===== src/core/scdsp_pkg.sv =====
// package for the sample clock delay and sysref phase control block
// assumes a single apb clock domain, 32-bit data, byte addresses
package scdsp_pkg;
   localparam logic [11:0] ADDR_SYNC_CTRL = 12'h10a;
   localparam logic [11:0] ADDR_DLY_MODE = 12'h110;
   localparam logic [11:0] ADDR_SF_DLY = 12'h111;
   localparam logic [11:0] ADDR_FINE_DLY = 12'h112;
   // 0x10a is not a multiple of four: offsets are indices, byte address is four times
   localparam int unsigned ADDR_SHIFT = 2;
   localparam int unsigned AUTO_PHASE_BIT = 7;
   localparam int unsigned NEG_SKEW_LSB = 2;
   localparam int unsigned POS_SKEW_LSB = 0;
   localparam logic [7:0] SYNC_CTRL_RST = 8'h00;
   localparam logic [7:0] SYNC_CTRL_WMASK = 8'h8f;
   localparam logic [2:0] DLY_MODE_RST = 3'h0;
   localparam logic [7:0] SF_DLY_RST = 8'h00;
   localparam logic [7:0] FINE_DLY_RST = 8'hc0;
   localparam logic [7:0] FINE_LIMIT_NARROW = 8'h10;
   localparam logic [7:0] FINE_LIMIT_FULL = 8'hc0;
   localparam logic [7:0] SF_LIMIT = 8'h80;
   // skew window in half device clocks, direct from the two-bit code
   typedef enum logic [1:0] {
      SKEW_NONE = 2'b00,
      SKEW_HALF = 2'b01,
      SKEW_ONE = 2'b10,
      SKEW_ONE_HALF = 2'b11
   } scdsp_skew_e;
   typedef enum logic [2:0] {
      DMODE_OFF = 3'b000,
      DMODE_RSVD1 = 3'b001,
      DMODE_FINE16 = 3'b010,
      DMODE_FINE16_LJ = 3'b011,
      DMODE_FINE192 = 3'b100,
      DMODE_RSVD5 = 3'b101,
      DMODE_FINE_SF = 3'b110,
      DMODE_RSVD7 = 3'b111
   } scdsp_dmode_e;
   typedef struct packed {
      logic fine_en;
      logic sf_en;
      logic low_jitter;
      logic [7:0] fine_steps;
      logic [7:0] sf_steps;
   } scdsp_delay_s;
   typedef struct packed {
      logic auto_phase;
      scdsp_skew_e neg_skew;
      scdsp_skew_e pos_skew;
   } scdsp_sync_s;
endpackage


===== src/core/scdsp_top.sv =====
// apb register block for sample clock delay and sysref phase control
// assumes apb master in pclk domain, sysref already captured to pclk
// Function
// - auto phase bit 1 lets sysref realign divider phase; 0 leaves it; resets 0
// - bits 3:2 set negative sysref skew window, 0 to 1.5 device clocks
// - bits 1:0 set positive sysref skew window, 0 to 1.5 device clocks
// - mode 000 no delay; 010 and 011 fine steps 0..16, 011 low jitter
// - mode 100 all 192 fine steps; 110 adds 128 superfine steps
// - codes 001 and 101 reserved; 101 behaves as 001
// - eight-bit superfine value in 0.25 ps steps, resets zero
// - superfine value used only in modes 2 and 6
// - eight-bit fine value in 1.725 ps steps, resets 0xC0
// - fine value used only in modes 2, 3, 4, 6
//
// Our own choice: register access over APB.
module scdsp_top #(
   parameter int unsigned ADDR_W = 14,
   parameter int unsigned DATA_W = 32
) (
   input wire logic pclk,
   input wire logic presetn,
   input wire logic psel,
   input wire logic penable,
   input wire logic pwrite,
   input wire logic [ADDR_W-1:0] paddr,
   input wire logic [DATA_W-1:0] pwdata,
   input wire logic [DATA_W/8-1:0] pstrb,
   output logic [DATA_W-1:0] prdata,
   output logic pready,
   output logic pslverr,
   input wire logic sysref_evt,
   output logic divider_realign,
   output scdsp_pkg::scdsp_sync_s sync_cfg,
   output scdsp_pkg::scdsp_delay_s delay_cfg
);
   import scdsp_pkg::*;

   localparam int unsigned IDX_W = 12;
   localparam int unsigned REG_W = 8;

   logic [REG_W-1:0] sync_q;
   logic [2:0] mode_q;
   logic [REG_W-1:0] sf_q;
   logic [REG_W-1:0] fine_q;
   logic [DATA_W-1:0] prdata_q;
   logic [DATA_W-1:0] rdata_d;
   logic realign_q;
   scdsp_delay_s dly_d;
   scdsp_delay_s dly_q;
   logic [IDX_W-1:0] idx;
   logic aligned;
   logic upper_zero;
   logic mapped;
   logic hit;
   logic setup_ph;
   logic access_ph;
   logic wr;
   logic rd;
   logic wr_sync;
   logic wr_mode;
   logic wr_sf;
   logic wr_fine;

   ////////////////////////////////////////////////////////////////////
   // elaboration checks: the index and one register byte must fit the buses
   if (ADDR_W < IDX_W + ADDR_SHIFT) begin : g_addr_check
      $error("address bus too narrow for the register index");
   end
   if (DATA_W < REG_W || (DATA_W % 8) != 0) begin : g_data_check
      $error("data bus must be whole bytes, one at least");
   end
   if (FINE_LIMIT_NARROW > FINE_LIMIT_FULL) begin : g_limit_check
      $error("narrow fine limit above the full range");
   end

   ////////////////////////////////////////////////////////////////////
   // one place that knows the map, shared by decode and read mux
   function automatic logic is_reg(input logic [IDX_W-1:0] a);
      is_reg = (a == ADDR_SYNC_CTRL) || (a == ADDR_DLY_MODE) ||
               (a == ADDR_SF_DLY) || (a == ADDR_FINE_DLY);
   endfunction

   function automatic logic [DATA_W-1:0] widen(input logic [REG_W-1:0] v);
      widen = DATA_W'(v);
   endfunction

   // all inputs passed in, so continuous assigns see every change
   function automatic logic wr_hit(input logic w, input logic [IDX_W-1:0] i, input logic [IDX_W-1:0] a);
      wr_hit = w && (i == a);
   endfunction

   ////////////////////////////////////////////////////////////////////
   // apb decode: zero wait states, unmapped or misaligned gives slverr
   assign idx = paddr[ADDR_SHIFT +: IDX_W];
   assign aligned = (paddr[ADDR_SHIFT-1:0] == '0);
   // a wider address bus must not alias the map onto upper pages
   assign upper_zero = ((paddr >> (ADDR_SHIFT + IDX_W)) == '0);
   assign mapped = is_reg(idx);
   assign hit = mapped && aligned && upper_zero;
   assign setup_ph = psel && !penable;
   assign access_ph = psel && penable;
   assign pready = 1'b1;
   assign pslverr = access_ph && !hit;
   // lane 0 carries every register; a write without it is dropped quietly
   assign wr = access_ph && pwrite && hit && pstrb[0];
   // read captured in setup, so the mux never races the access edge
   assign rd = setup_ph && !pwrite;
   assign wr_sync = wr_hit(wr, idx, ADDR_SYNC_CTRL);
   assign wr_mode = wr_hit(wr, idx, ADDR_DLY_MODE);
   assign wr_sf = wr_hit(wr, idx, ADDR_SF_DLY);
   assign wr_fine = wr_hit(wr, idx, ADDR_FINE_DLY);
   assign prdata = prdata_q;

   ////////////////////////////////////////////////////////////////////
   // registers: one process each, reserved bits never stored
   always_ff @(posedge pclk or negedge presetn) begin
      if (!presetn) begin
         sync_q <= SYNC_CTRL_RST;
      end else if (wr_sync) begin
         sync_q <= pwdata[REG_W-1:0] & SYNC_CTRL_WMASK;
      end
   end

   always_ff @(posedge pclk or negedge presetn) begin
      if (!presetn) begin
         mode_q <= DLY_MODE_RST;
      end else if (wr_mode) begin
         mode_q <= pwdata[2:0];
      end
   end

   always_ff @(posedge pclk or negedge presetn) begin
      if (!presetn) begin
         sf_q <= SF_DLY_RST;
      end else if (wr_sf) begin
         sf_q <= pwdata[REG_W-1:0];
      end
   end

   always_ff @(posedge pclk or negedge presetn) begin
      if (!presetn) begin
         fine_q <= FINE_DLY_RST;
      end else if (wr_fine) begin
         fine_q <= pwdata[REG_W-1:0];
      end
   end

   ////////////////////////////////////////////////////////////////////
   // read mux: refused addresses and reserved bits read as zero
   always_comb begin
      rdata_d = '0;
      if (hit) begin
         case (idx)
            ADDR_SYNC_CTRL: rdata_d = widen(sync_q);
            ADDR_DLY_MODE: rdata_d = widen({5'h00, mode_q});
            ADDR_SF_DLY: rdata_d = widen(sf_q);
            ADDR_FINE_DLY: rdata_d = widen(fine_q);
            default: rdata_d = '0;
         endcase
      end
   end

   // read data captured in setup so it stands through the access phase
   always_ff @(posedge pclk or negedge presetn) begin
      if (!presetn) begin
         prdata_q <= '0;
      end else if (rd) begin
         prdata_q <= rdata_d;
      end
   end

   ////////////////////////////////////////////////////////////////////
   // mode gating
   scdsp_delay_map u_map (
      .mode(scdsp_dmode_e'(mode_q)),
      .fine_raw(fine_q),
      .sf_raw(sf_q),
      .dly(dly_d)
   );

   always_ff @(posedge pclk or negedge presetn) begin
      if (!presetn) begin
         dly_q <= '0;
      end else begin
         dly_q <= dly_d;
      end
   end
   assign delay_cfg = dly_q;

   ////////////////////////////////////////////////////////////////////
   // skew windows out; relies on source timing
   assign sync_cfg = '{
      auto_phase: sync_q[AUTO_PHASE_BIT],
      neg_skew: scdsp_skew_e'(sync_q[NEG_SKEW_LSB +: 2]),
      pos_skew: scdsp_skew_e'(sync_q[POS_SKEW_LSB +: 2])
   };

   always_ff @(posedge pclk or negedge presetn) begin
      if (!presetn) begin
         realign_q <= 1'b0;
      end else begin
         realign_q <= sysref_evt && sync_q[AUTO_PHASE_BIT];
      end
   end
   assign divider_realign = realign_q;
endmodule


===== src/core/scdsp_delay_map.sv =====
// maps delay mode and raw step values to the applied delay controls
// assumes inputs come from the register file, purely combinational
module scdsp_delay_map (
   input scdsp_pkg::scdsp_dmode_e mode,
   input logic [7:0] fine_raw,
   input logic [7:0] sf_raw,
   output scdsp_pkg::scdsp_delay_s dly
);
   import scdsp_pkg::*;

   function automatic logic [7:0] sat(input logic [7:0] v, input logic [7:0] lim);
      sat = (v > lim) ? lim : v;
   endfunction

   always_comb begin
      dly = '0;
      case (mode)
         DMODE_FINE16, DMODE_FINE16_LJ: begin
            dly.fine_en = 1'b1;
            dly.low_jitter = (mode == DMODE_FINE16_LJ);
            dly.fine_steps = sat(fine_raw, FINE_LIMIT_NARROW);
            dly.sf_en = (mode == DMODE_FINE16);
            dly.sf_steps = dly.sf_en ? sat(sf_raw, SF_LIMIT) : 8'h00;
         end
         DMODE_FINE192: begin
            dly.fine_en = 1'b1;
            dly.fine_steps = sat(fine_raw, FINE_LIMIT_FULL);
         end
         DMODE_FINE_SF: begin
            dly.fine_en = 1'b1;
            dly.fine_steps = sat(fine_raw, FINE_LIMIT_FULL);
            dly.sf_en = 1'b1;
            dly.sf_steps = sat(sf_raw, SF_LIMIT);
         end
         // reserved codes act as 001, fine ignored here
         default: dly = '0;
      endcase
   end
endmodule


===== config.mk =====
export PLATFORM = sky130hd
export DESIGN_NAME = scdsp_top
export DESIGN_NICKNAME = d
export VERILOG_FILES = /design/src/core/scdsp_pkg.sv /design/src/core/scdsp_top.sv /design/src/core/scdsp_delay_map.sv
export SDC_FILE = /design/constraint.sdc
export NUM_CORES = 1
export LEC_CHECK = 0
export BUFFER_PORTS_ARGS = -buffer_cell sky130_fd_sc_hd__buf_2
export CORE_MARGIN = 2
export CORE_UTILIZATION = 35
export DETAILED_ROUTE_END_ITERATION = 8
export PLACE_DENSITY_LB_ADDON = 0.15
export SYNTH_ARGS = -nofsm -noshare
export SYNTH_HDL_FRONTEND = slang
export SYNTH_SLANG_ARGS = --single-unit

===== constraint.sdc =====
create_clock -name pclk -period 3.65 [get_ports pclk]
set_input_delay 0.1825 -clock pclk [delete_from_list [all_inputs] [get_ports pclk]]
set_output_delay 0.1825 -clock pclk [all_outputs]
set_load 0.02 [all_outputs]

Word-level counts from Yosys, hierarchy flattened
Cells that the tools add are included.

word-level totals
  bits in registers = 76
  output and inout bits = 59
  logic and storage cells = 56

cells by class
  magnitude comparators = 3
  eq/ne operators = 8
  muxes and demuxes = 11
  reductions and logical operators = 23

operators with widths
  operator                                                       number
  equality test 12 x 9 -> 1 bit, second input constant           4
  2-to-1 mux 32 bit                                              1
  2-to-1 mux 8 bit                                               4
  one-hot mux 8 bit (2 select lines)                             2
  one-hot mux 8 bit (4 select lines)                             1
  greater-than comparator 8 bit, second input constant           2
  logical AND 1 bit                                              13
  greater-than comparator 8 x 5 -> 1 bit, second input constant  1
  equality test 3 x 2 -> 1 bit, second input constant            2
  equality test 3 bit, second input constant                     2
  OR reduction 2 bit                                             2
  OR reduction 4 bit                                             1
  zero test 1 bit                                                3
  logical OR 1 bit                                               3
  zero test 2 bit                                                1
  2-to-1 mux 1 bit                                               2
  one-hot mux 1 bit (2 select lines)                             1

Depth between registers and ports, before layout
Gate-level depths: netlist (run 1).

  word-level depth = 8
  mapped depth = 6
  gate-level depth less buffers = 4

Hierarchy
A second synthesis (run 1) with hierarchy kept.

unflattened totals
  cell total of the unflattened synthesis = 197
  area, all modules = 2,434.8 um^2

by module, submodules not included
  module           instances  cells each  area each (um^2)  sequential area each (um^2)
  scdsp_top        1          166         2,233.4           1,303.8
  scdsp_delay_map  1          31          201.4             0.0

Least setup slack after synthesis (run 1)
Ideal clock, no wire load.

  kind = in2reg
  start point = in paddr[4]
  end point = reg mode_q[0]
  setup time = 125 ps
  arrival time = 1,195 ps
  required time = 3,525 ps
  slack = 2,330 ps
  stages on the path = 5
  buffers on the path = 1
  cells stage by stage = nor4_1 > and2_1 > buf_6 > nand3_1 > mux2_2

between the ends
  word-level cells in the longest chain between the ends = 8

ends and longest elaborated chain
  what                                                     line                              source
  from (decl)                                              scdsp_top.sv:25                   input wire logic [ADDR_W-1:0] paddr,
  equality test 12 x 9 -> 1 bit, on equally long branches  scdsp_top.sv:79, scdsp_top.sv:89
  logical OR 1 bit (2 in a row)                            scdsp_top.sv:79                   is_reg = (a == ADDR_SYNC_CTRL) || (a == ADDR_DLY_MODE) ||
  logical OR 1 bit                                         scdsp_top.sv:80                   (a == ADDR_SF_DLY) || (a == ADDR_FINE_DLY);
  logical AND 1 bit                                        scdsp_top.sv:99                   assign hit = mapped && aligned && upper_zero;
  logical AND 1 bit (2 in a row)                           scdsp_top.sv:105                  assign wr = access_ph && pwrite && hit && pstrb[0];
  logical AND 1 bit (*)                                    scdsp_top.sv:89                   wr_hit = w && (i == a);
  to (signal assigned)                                     scdsp_top.sv:128                  mode_q <= pwdata[2:0];
  to (decl)                                                scdsp_top.sv:42                   logic [2:0] mode_q;

Mark *: on every way between the ends. The rest lies on a longest branch, timed or not.
A chain may end at the register's enable or synchronous reset.

Final worst setup path (run 1)
  start point = in paddr[4]
  end point = out pslverr

between the ends
  word-level cells in the longest chain between the ends = 7

ends and longest elaborated chain
  what                           line              source
  equality test 12 x 9 -> 1 bit  scdsp_top.sv:79
  logical OR 1 bit (2 in a row)  scdsp_top.sv:79
  logical OR 1 bit (*)           scdsp_top.sv:80
  logical AND 1 bit (*)          scdsp_top.sv:99
  zero test 1 bit (*)            scdsp_top.sv:103  assign pslverr = access_ph && !hit;
  logical AND 1 bit (*)          scdsp_top.sv:103
  to (decl)                      scdsp_top.sv:30   output logic pslverr,

Marks and branches as above.

==> results of run 1 <==
[logic make-up (layout without fill, tap and decap cells)]
kind of cell,after synthesis,in the layout,synth area share
and+or+nand+nor,62,62,0.1774
DFF,52,52,0.5388
buffers and inverters,30,74,0.08997
muxes,27,27,0.1241
AOI/OAI and AO/OA,23,23,0.06670
other,2,25,0.003104
[routing by layer]
metal | global-route usage | vias to the layer above | part of all wire
met5 | 0 | - | 0
met4 | 0.03776 | 0 | 0.011
met3 | 0.03602 | 6 | 0.047
met2 | 0.2394 | 41 | 0.51
met1 | 0.1724 | 781 | 0.44
li1 | - | 773 | -
[repair_timing]
action / 4_1_cts / 5_1_grt
gates resized for setup: 0 / 0
hold endpoints to repair: 13 / 0
hold buffers: 1 / 0
[power by group through the flow]
| stage | Sequential, mW | Combinational (mW) | Clock (mW) |
|---|---|---|---|
| after floorplan | 0.587 | 0.0598 | 0 |
| after detailed placement | 0.587 | 0.0751 | 0 |
| after global placement | 0.587 | 0.0745 | 0 |
| after global routing | 0.576 | 0.0827 | 0.432 |
| after CTS | 0.576 | 0.0759 | 0.407 |
| final | 0.576 | 0.0745 | 0.393 |
[final cells by class]
| cell class | count | area share |
|---|---|---|
| Inverter | 1 | 0.001324 |
| Sequential cell | 52 | 0.4598 |
| Timing Repair Buffer | 65 | 0.1183 |
| Clock inverter | 2 | 0.01236 |
| Tap cell | 80 | 0.03530 |
| Multi-Input combinational cell | 137 | 0.3473 |
| Clock buffer | 6 | 0.02560 |
[critical path, cell delays in order]
cell and delay (ns):
buf_2 0.09, nor4_1 0.32, and2_1 0.47, a31oi_1 0.15, buf_2 0.18
[per-stage QoR]
stage | hold slack (ns) | worst slack, ns | area, um2 | total power [mW]
finish | 0.08080 | 2.067 | 2835 | 1.043
floorplan | -0.1131 | 2.330 | 2506 | 0.6471
global route | 0.07082 | 1.946 | 2835 | 1.091
CTS | 0.06685 | 2.045 | 2835 | 1.059
global placement | 0.1003 | 1.827 | 2718 | 0.6616
detailed placement | 0.1086 | 1.821 | 2718 | 0.6622
[synthesized netlist by cell type, drive strengths merged, types with 3 or more instances]
master   n
nand3    5
dfrtp   50
and2    19
nand2   14
mux2i    3
mux2    24
a21oi    3
nor2     3
nor3     5
nor2b    4
o21ai    5
buf     29
nor4     3
a22oi    3
a221oi   3
o31ai    3
[path summary, 6_finish.rpt]
kind / startpoint / to / depth (start not counted)
setup / recovery: paddr[4] / pslverr / 5
max in group asynchronous: presetn / fine_q[7] / 3
hold / removal: sysref_evt / divider_realign / 2
setup reg to reg: fine_q[3] / delay_cfg[11] / 4
hold reg to reg: prdata[5] / prdata[5] / 2
min in group asynchronous: presetn / prdata[3] / 2
[flip-flops by register name (all words and copies together), names as in the netlist]
register         flops
delay_cfg           19
fine_q               8
prdata               8
sf_q                 8
sync_q               5
mode_q               3
divider_realign      1
==> results.md, run 1 <==
- WL/cell: 14.95 um
- Inst Count DP: 334
- Vias in the first global route: 1,581
- Total core area: 6756 um2
- Insertion delay to the later sink of the worst-skew pair: 0.30 ns
- Clock sink count: 52
- Distinct cells, synth: 39
- Via count: 1,601
- Htree depth: 2
- CP Launch Type: primary input
- Post-route insts no fill: 343
- Most common cell after layout, fill and taps aside: buf_2
- Clk slew on worst S/H paths: 0.09 ns
- # setup viols final: 0
- Diode count: 0
- Root buffer cell: clkbuf_8
- Syn avg cell area: 12.35 um2
- GRT overflow: 0
- Internal Power: 0.7984 mW
- Clock share of power: 0.377
- Area of the multi-input gates: 984.7 um2
- Antenna violation net count after detailed routing: 0
- Gpl congestion: 0.7945
- Synth top area cells: dfrtp_1 (52%), mux2_2 (11%), buf_4 (7.8%)
- Hpwl dp: 3817 um
- Synth area leader: dfrtp_1
- Ys async rst share: 1.000
- Worst rel slew slack: 0.5948
- Share of layout cells above drive strength 1: 0.4068
- CTS Buffer Depth: 2
- Synth warn: 0
- Leakage: 1.500 nW
- TritonCTS Buffers: 5
- EDFF count, synth: 0
- Commonest non-fill, non-tap cells in the layout: buf_2 (62), dfrtp_1 (50), conb_1 (25)
- Total Routing Usage GR: 0.1388
- # port buffers: 62
- Clock skew: 0.003917 ns
- Crit Path Class: in2out
- Iter 0 DRT Violations: 35
- Final net count: 318
- # IOs: 115
- Util after Layout: 0.4196
- DR DRC count: 0
- CP arrival: 1.40 ns
- First-pass GRT wire length: 7955 um
- Drt first pass iters: 4
- Seq. cell area: 1304 um2
- Initial antenna violation count: 0
- Crit share post-route: 0.4336
- Die height: 87.15 um
- Synth-to-layout area growth: 17.17%
- WL final: 5129 um
- Hold Fails Final Rpt: 0
- Setup Buffers After CTS: 0
- Ys flop type: dfrtp_1
- PwrDens: 368.0 nW/um2
- Fillers: 679
- Combinational power share: 0.071
- Netlist Area Pre-Place: 2420 um2
- IR drop worst, VDD: 0.1305 mV
- Largest net degree at the start of global routing: 40
- Hold crit path type: in2reg
- Setup TNS Final: 0 ns
- Final Slew Violations: 0
- FMAX: 0.6319 GHz
- Net Sw Frac: 0.2349
- Post-synthesis cell count: 196
- WP data required: 3.47 ns
- Synth top area share: 0.5171
- CP endpoint kind: output pin
- FF+latch count, synth: 52
- Sw power: 0.2451 mW
- Crit-path max FO: 6
- Rows: 30
- Die extent in x: 87.15 um
- Seq/Total Area, Yosys: 0.5388
- Max-Cap Viols: 0
- CTS tree: built
- Initial Utilization: 0.3581
- Final period demand of the worst path: 1.583 ns
- Full die area: 7595 um2
- Worst Tran Pin Value: 0.6066 ns
- R2R Setup Slk: 2.17 ns
- Seq pwr share: 0.552
- Status: completed
- Via density: 4.668
- RSZ-0062 raised after global routing: false
No activity file was read; power rests on OpenSTA's default activity.
==> inputs of run 2 (changes only) <==
--- a/config.mk
+++ b/config.mk
@@ -5,6 +5,7 @@
 export SDC_FILE = /design/constraint.sdc
 export NUM_CORES = 1
 export LEC_CHECK = 0
+export ABC_AREA = 1
 export BUFFER_PORTS_ARGS = -buffer_cell sky130_fd_sc_hd__buf_2
 export CORE_MARGIN = 2
 export CORE_UTILIZATION = 35
==> constraint.sdc (replaced) <==
create_clock -name pclk -period 1.3 [get_ports pclk]
set_input_delay 0.065 -clock pclk [delete_from_list [all_inputs] [get_ports pclk]]
set_output_delay 0.065 -clock pclk [all_outputs]
set_load 0.02 [all_outputs]
==> results.md, run 2 <==
- Adder-Cell Fraction of Synth Area: 0 (unchanged)
- Syn avg cell area: 8.125 um2 (was 12.35 um2)
- Setup TNS Final: 0 ns (unchanged)
- Crit share post-route: 0.9841
- CP arrival: 1.53 ns (was 1.40 ns)
- Simple logic cell fraction of the synthesized area: 0.3294 (was 0.1774)
- Largest family of logic cells by synthesized area: simple AND/OR/NAND/NOR gates (unchanged)
- Placed Area: 3159 um2 (was 2718 um2)
- Largest register FFs: 19 (unchanged)
- Crit-path max FO: 4 (was 6)
- Most common cell after layout, fill and taps aside: nand2_1 (was buf_2)
- Hold Fails Final Rpt: 0 (unchanged)
- # port buffers: 62 (unchanged)
- Netlist Area Pre-Place: 2681 um2 (was 2420 um2)
- Largest net degree at the start of global routing: 40 (unchanged)
- Crit Path Class: reg2reg (was in2out)
- CTS tree: built (unchanged)
- Die height: 91.53 um (was 87.15 um)
- Vias in the first global route: 2,204 (was 1,581)
- Most frequent cell after synthesis: nand2_1 (was dfrtp_1)
- DR DRC count: 0 (unchanged)
- IR drop worst, VDD: 0.4494 mV (was 0.1305 mV)
- First-pass GRT wire length: 10,500 um (was 7955 um)
- Highest metal used: met4 (unchanged)
- GRT overflow: 0 (unchanged)
- Seq. cell area: 1304 um2 (unchanged)
- Util after Layout: 0.4581 (was 0.4196)
- # IOs: 115 (unchanged)
- Synth area leader: dfrtp_1 (unchanged)
- Initial Utilization: 0.3658 (was 0.3581)
- Clk slew on worst S/H paths: 0.09 ns (about the same)
- Cell area after layout: 3358 um2 (was 2835 um2)
- Via density: 4.450 (was 4.668)
- RSZ-0062 raised after global routing: true (was false)
- FMAX: 0.7817 GHz
- WL/cell: 12.39 um (was 14.95 um)
- Insertion delay to the later sink of the worst-skew pair: 0.31 ns (was 0.30 ns)
- TritonCTS Buffers: 5 (unchanged)
- Max-Cap Viols: 0 (unchanged)
- Share of layout cells above drive strength 1: 0.3082 (was 0.4068)
- Htree depth: 2 (unchanged)
- XOR/XNOR Fraction of Synth Area: 0 (unchanged)
- Fillers: 788 (was 679)
- Synth warn: 0 (unchanged)
- CP delay by family, top: flip-flops (was simple AND/OR/NAND/NOR gates)
- Hold crit path type: in2reg (unchanged)
- Iter 0 DRT Violations: 59 (was 35)
- Largest stage delay, worst path: 0.40 ns (was 0.47 ns)
- CTS Buffer Depth: 2 (unchanged)
- Total core area: 7331 um2 (was 6756 um2)
- WL final: 6494 um (was 5129 um)
- WP data required: 1.55 ns (was 3.47 ns)
- Initial antenna violation count: 0 (unchanged)
- Leakage: 1.854 nW (was 1.500 nW)
- Launch point of the worst path: fine_q[2] (was paddr[4])
- Rows: 31 (was 30)
- Synth-to-layout area growth: 25.24% (was 17.17%)
- Hpwl dp: 4952 um (was 3817 um)
- CP endpoint kind: register (was output pin)
- CP Cell Sequence: inv_2, nand4_1, o211ai_1, nand2_1, o21ai_1, inv_1, nor2_1 (was buf_2, nor4_1, and2_1, a31oi_1, buf_2)
- HP Start: pwdata[4] (was sysref_evt)
- Die extent in x: 91.53 um (was 87.15 um)
- Ys async rst share: 1.000 (unchanged)
- Status: completed (unchanged)
- Clock skew: 0.006442 ns (was 0.003917 ns)
- PwrDens: 828.7 nW/um2 (was 368.0 nW/um2)
- CP Launch Type: register (was primary input)
- Clock sink count: 52 (unchanged)
- Distinct cells, synth: 27 (was 39)
- Worst Path Buf+Inv: 2 (unchanged)
- # setup viols final: 0 (unchanged)
- Full die area: 8377 um2 (was 7595 um2)
- Multiplexer share of the synthesized area: 0 (was 0.1241)
- Final period demand of the worst path: 1.279 ns
- FF-to-FF Start: fine_q[2] (was fine_q[3])
- CP max-delay cell: dfrtp_1 (was and2_1)
- Root buffer cell: clkbuf_8 (unchanged)
- Met3 routed WL: 365 um (was 243 um)
- Synth Area in Compound Gates: 0.04153 (was 0.06670)
- Final Slew Violations: 0 (unchanged)
- Via count: 2,332 (was 1,601)
- Area of the multi-input gates: 1114 um2 (was 984.7 um2)
- EDFF count, synth: 0 (unchanged)
- List of most frequent post-synthesis cells: nand2_1 (103), dfrtp_1 (50), nor2_1 (32) (was dfrtp_1 (50), buf_4 (25), mux2_2 (24))
- Worst Hold Margin: 0.02111 ns (was 0.08080 ns)
- Diode count: 0 (unchanged)
- Synth top area share: 0.4666 (was 0.5171)
- FF+latch count, synth: 52 (unchanged)
- Seq/Total Area, Yosys: 0.4862 (was 0.5388)
- Synth top area cells: dfrtp_1 (47%), nand2_1 (14%), buf_4 (7.3%) (was dfrtp_1 (52%), mux2_2 (11%), buf_4 (7.8%))
- Metal2 WL: 2872 um (was 2595 um)
- Post-synthesis cell count: 330 (was 196)
- Drt first pass iters: 4 (unchanged)
- Total Routing Usage GR: 0.1600 (was 0.1388)
- Ys flop type: dfrtp_1 (unchanged)
- Antenna violation net count after detailed routing: 0 (unchanged)
- Post-route met1 wirelength: 3113 um (was 2234 um)
- Commonest non-fill, non-tap cells in the layout: nand2_1 (101), buf_2 (62), dfrtp_1 (50) (was buf_2 (62), dfrtp_1 (50), conb_1 (25))
- Final net count: 480 (was 318)
- Gpl congestion: 0.8529 (was 0.7945)
## run 2: changes by cell type in the layout (fill, tap and decap cells not counted), sizes merged, moves of 4 or more
cell / delta
o21ai: +9
and2: -19
buf: +27
nand2: +93
mux2: -24
inv: +34
nor2: +35
nand4: +28
nor2b: -4
## run 2: cell families (layout without fill, tap and decap cells)
| kind of cell | after synthesis | in the layout |
|---|---|---|
| AO/OA/AOI/OAI | 21 | 21 |
| buffers and inverters | 67 | 139 |
| flip-flops | 52 | 52 |
| other | 2 | 25 |
| AND/OR/NAND/NOR | 188 | 188 |
## run 2: per-stage QoR
| stage | setup slack (ns) | cells | power [mW] |
|---|---|---|---|
| global placement | -0.07815 | 506 | 1.878 |
| floorplan | 0.1609 | 353 | 1.821 |
| global route | -0.1099 | 524 | 2.920 |
| CTS | 0.02518 | 518 | 2.829 |
| detailed placement | -0.07423 | 506 | 1.880 |
| finish | 0.02071 | 524 | 2.783 |
## run 2: worst register-to-register path, delay by kind of cell (launching register included)
kind | cells | cell delay, ns
flip-flops | 1 | 0.40
AND/OR/NAND/NOR | 3 | 0.38
buffers and inverters | 2 | 0.14
AO/OA/AOI/OAI | 2 | 0.30
## run 2: repair_timing
| action | CTS | global route |
|---|---|---|
| hold buffers | 4 | 0 |
| setup endpoints to repair | 0 | 5 |
| hold endpoints to repair | 16 | 0 |
| buffers inserted | 0 | 6 |
| resized for setup | 0 | 12 |
## run 2: path summary, 6_finish.rpt
| check | endpoint | slack [ns] | cells after the start |
|---|---|---|---|
| min in group asynchronous | prdata[6] | 0.19 | 2 |
| worst max-delay path | delay_cfg[9] | 0.02 | 7 |
| worst max register to register | delay_cfg[9] | 0.02 | 7 |
| max in group asynchronous | fine_q[6] | 0.51 | 3 |
| worst min-delay path | fine_q[4] | 0.02 | 3 |
| worst min register to register | prdata[4] | 0.48 | 2 |
## run 2: metal layers
metal / vias to the layer above / GRT usage
li1: 1191 / -
met4: 0 / 0.06692
met1: 1057 / 0.2219
met2: 72 / 0.2439
met5: - / 0
met3: 12 / 0.03071
## run 2: report_power, final
| part | switching, mW | total [mW] | internal (mW) | leakage (nW) |
|---|---|---|---|---|
| Clock | 0.539 | 0.923 | 0.384 | 0.0414 |
| Combinational | 0.177 | 0.243 | 0.0667 | 1.09 |
| Sequential | 0.000000207 | 1.62 | 1.62 | 0.720 |
## run 2: layout make-up
class                           instances  share of cell area
Multi-Input combinational cell        234              0.3316
Timing Repair Buffer                   95              0.1766
Clock inverter                          2            0.004844
Tap cell                               99             0.03689
Clock buffer                            6             0.02161
Inverter                               36             0.04024
Sequential cell                        52              0.3882
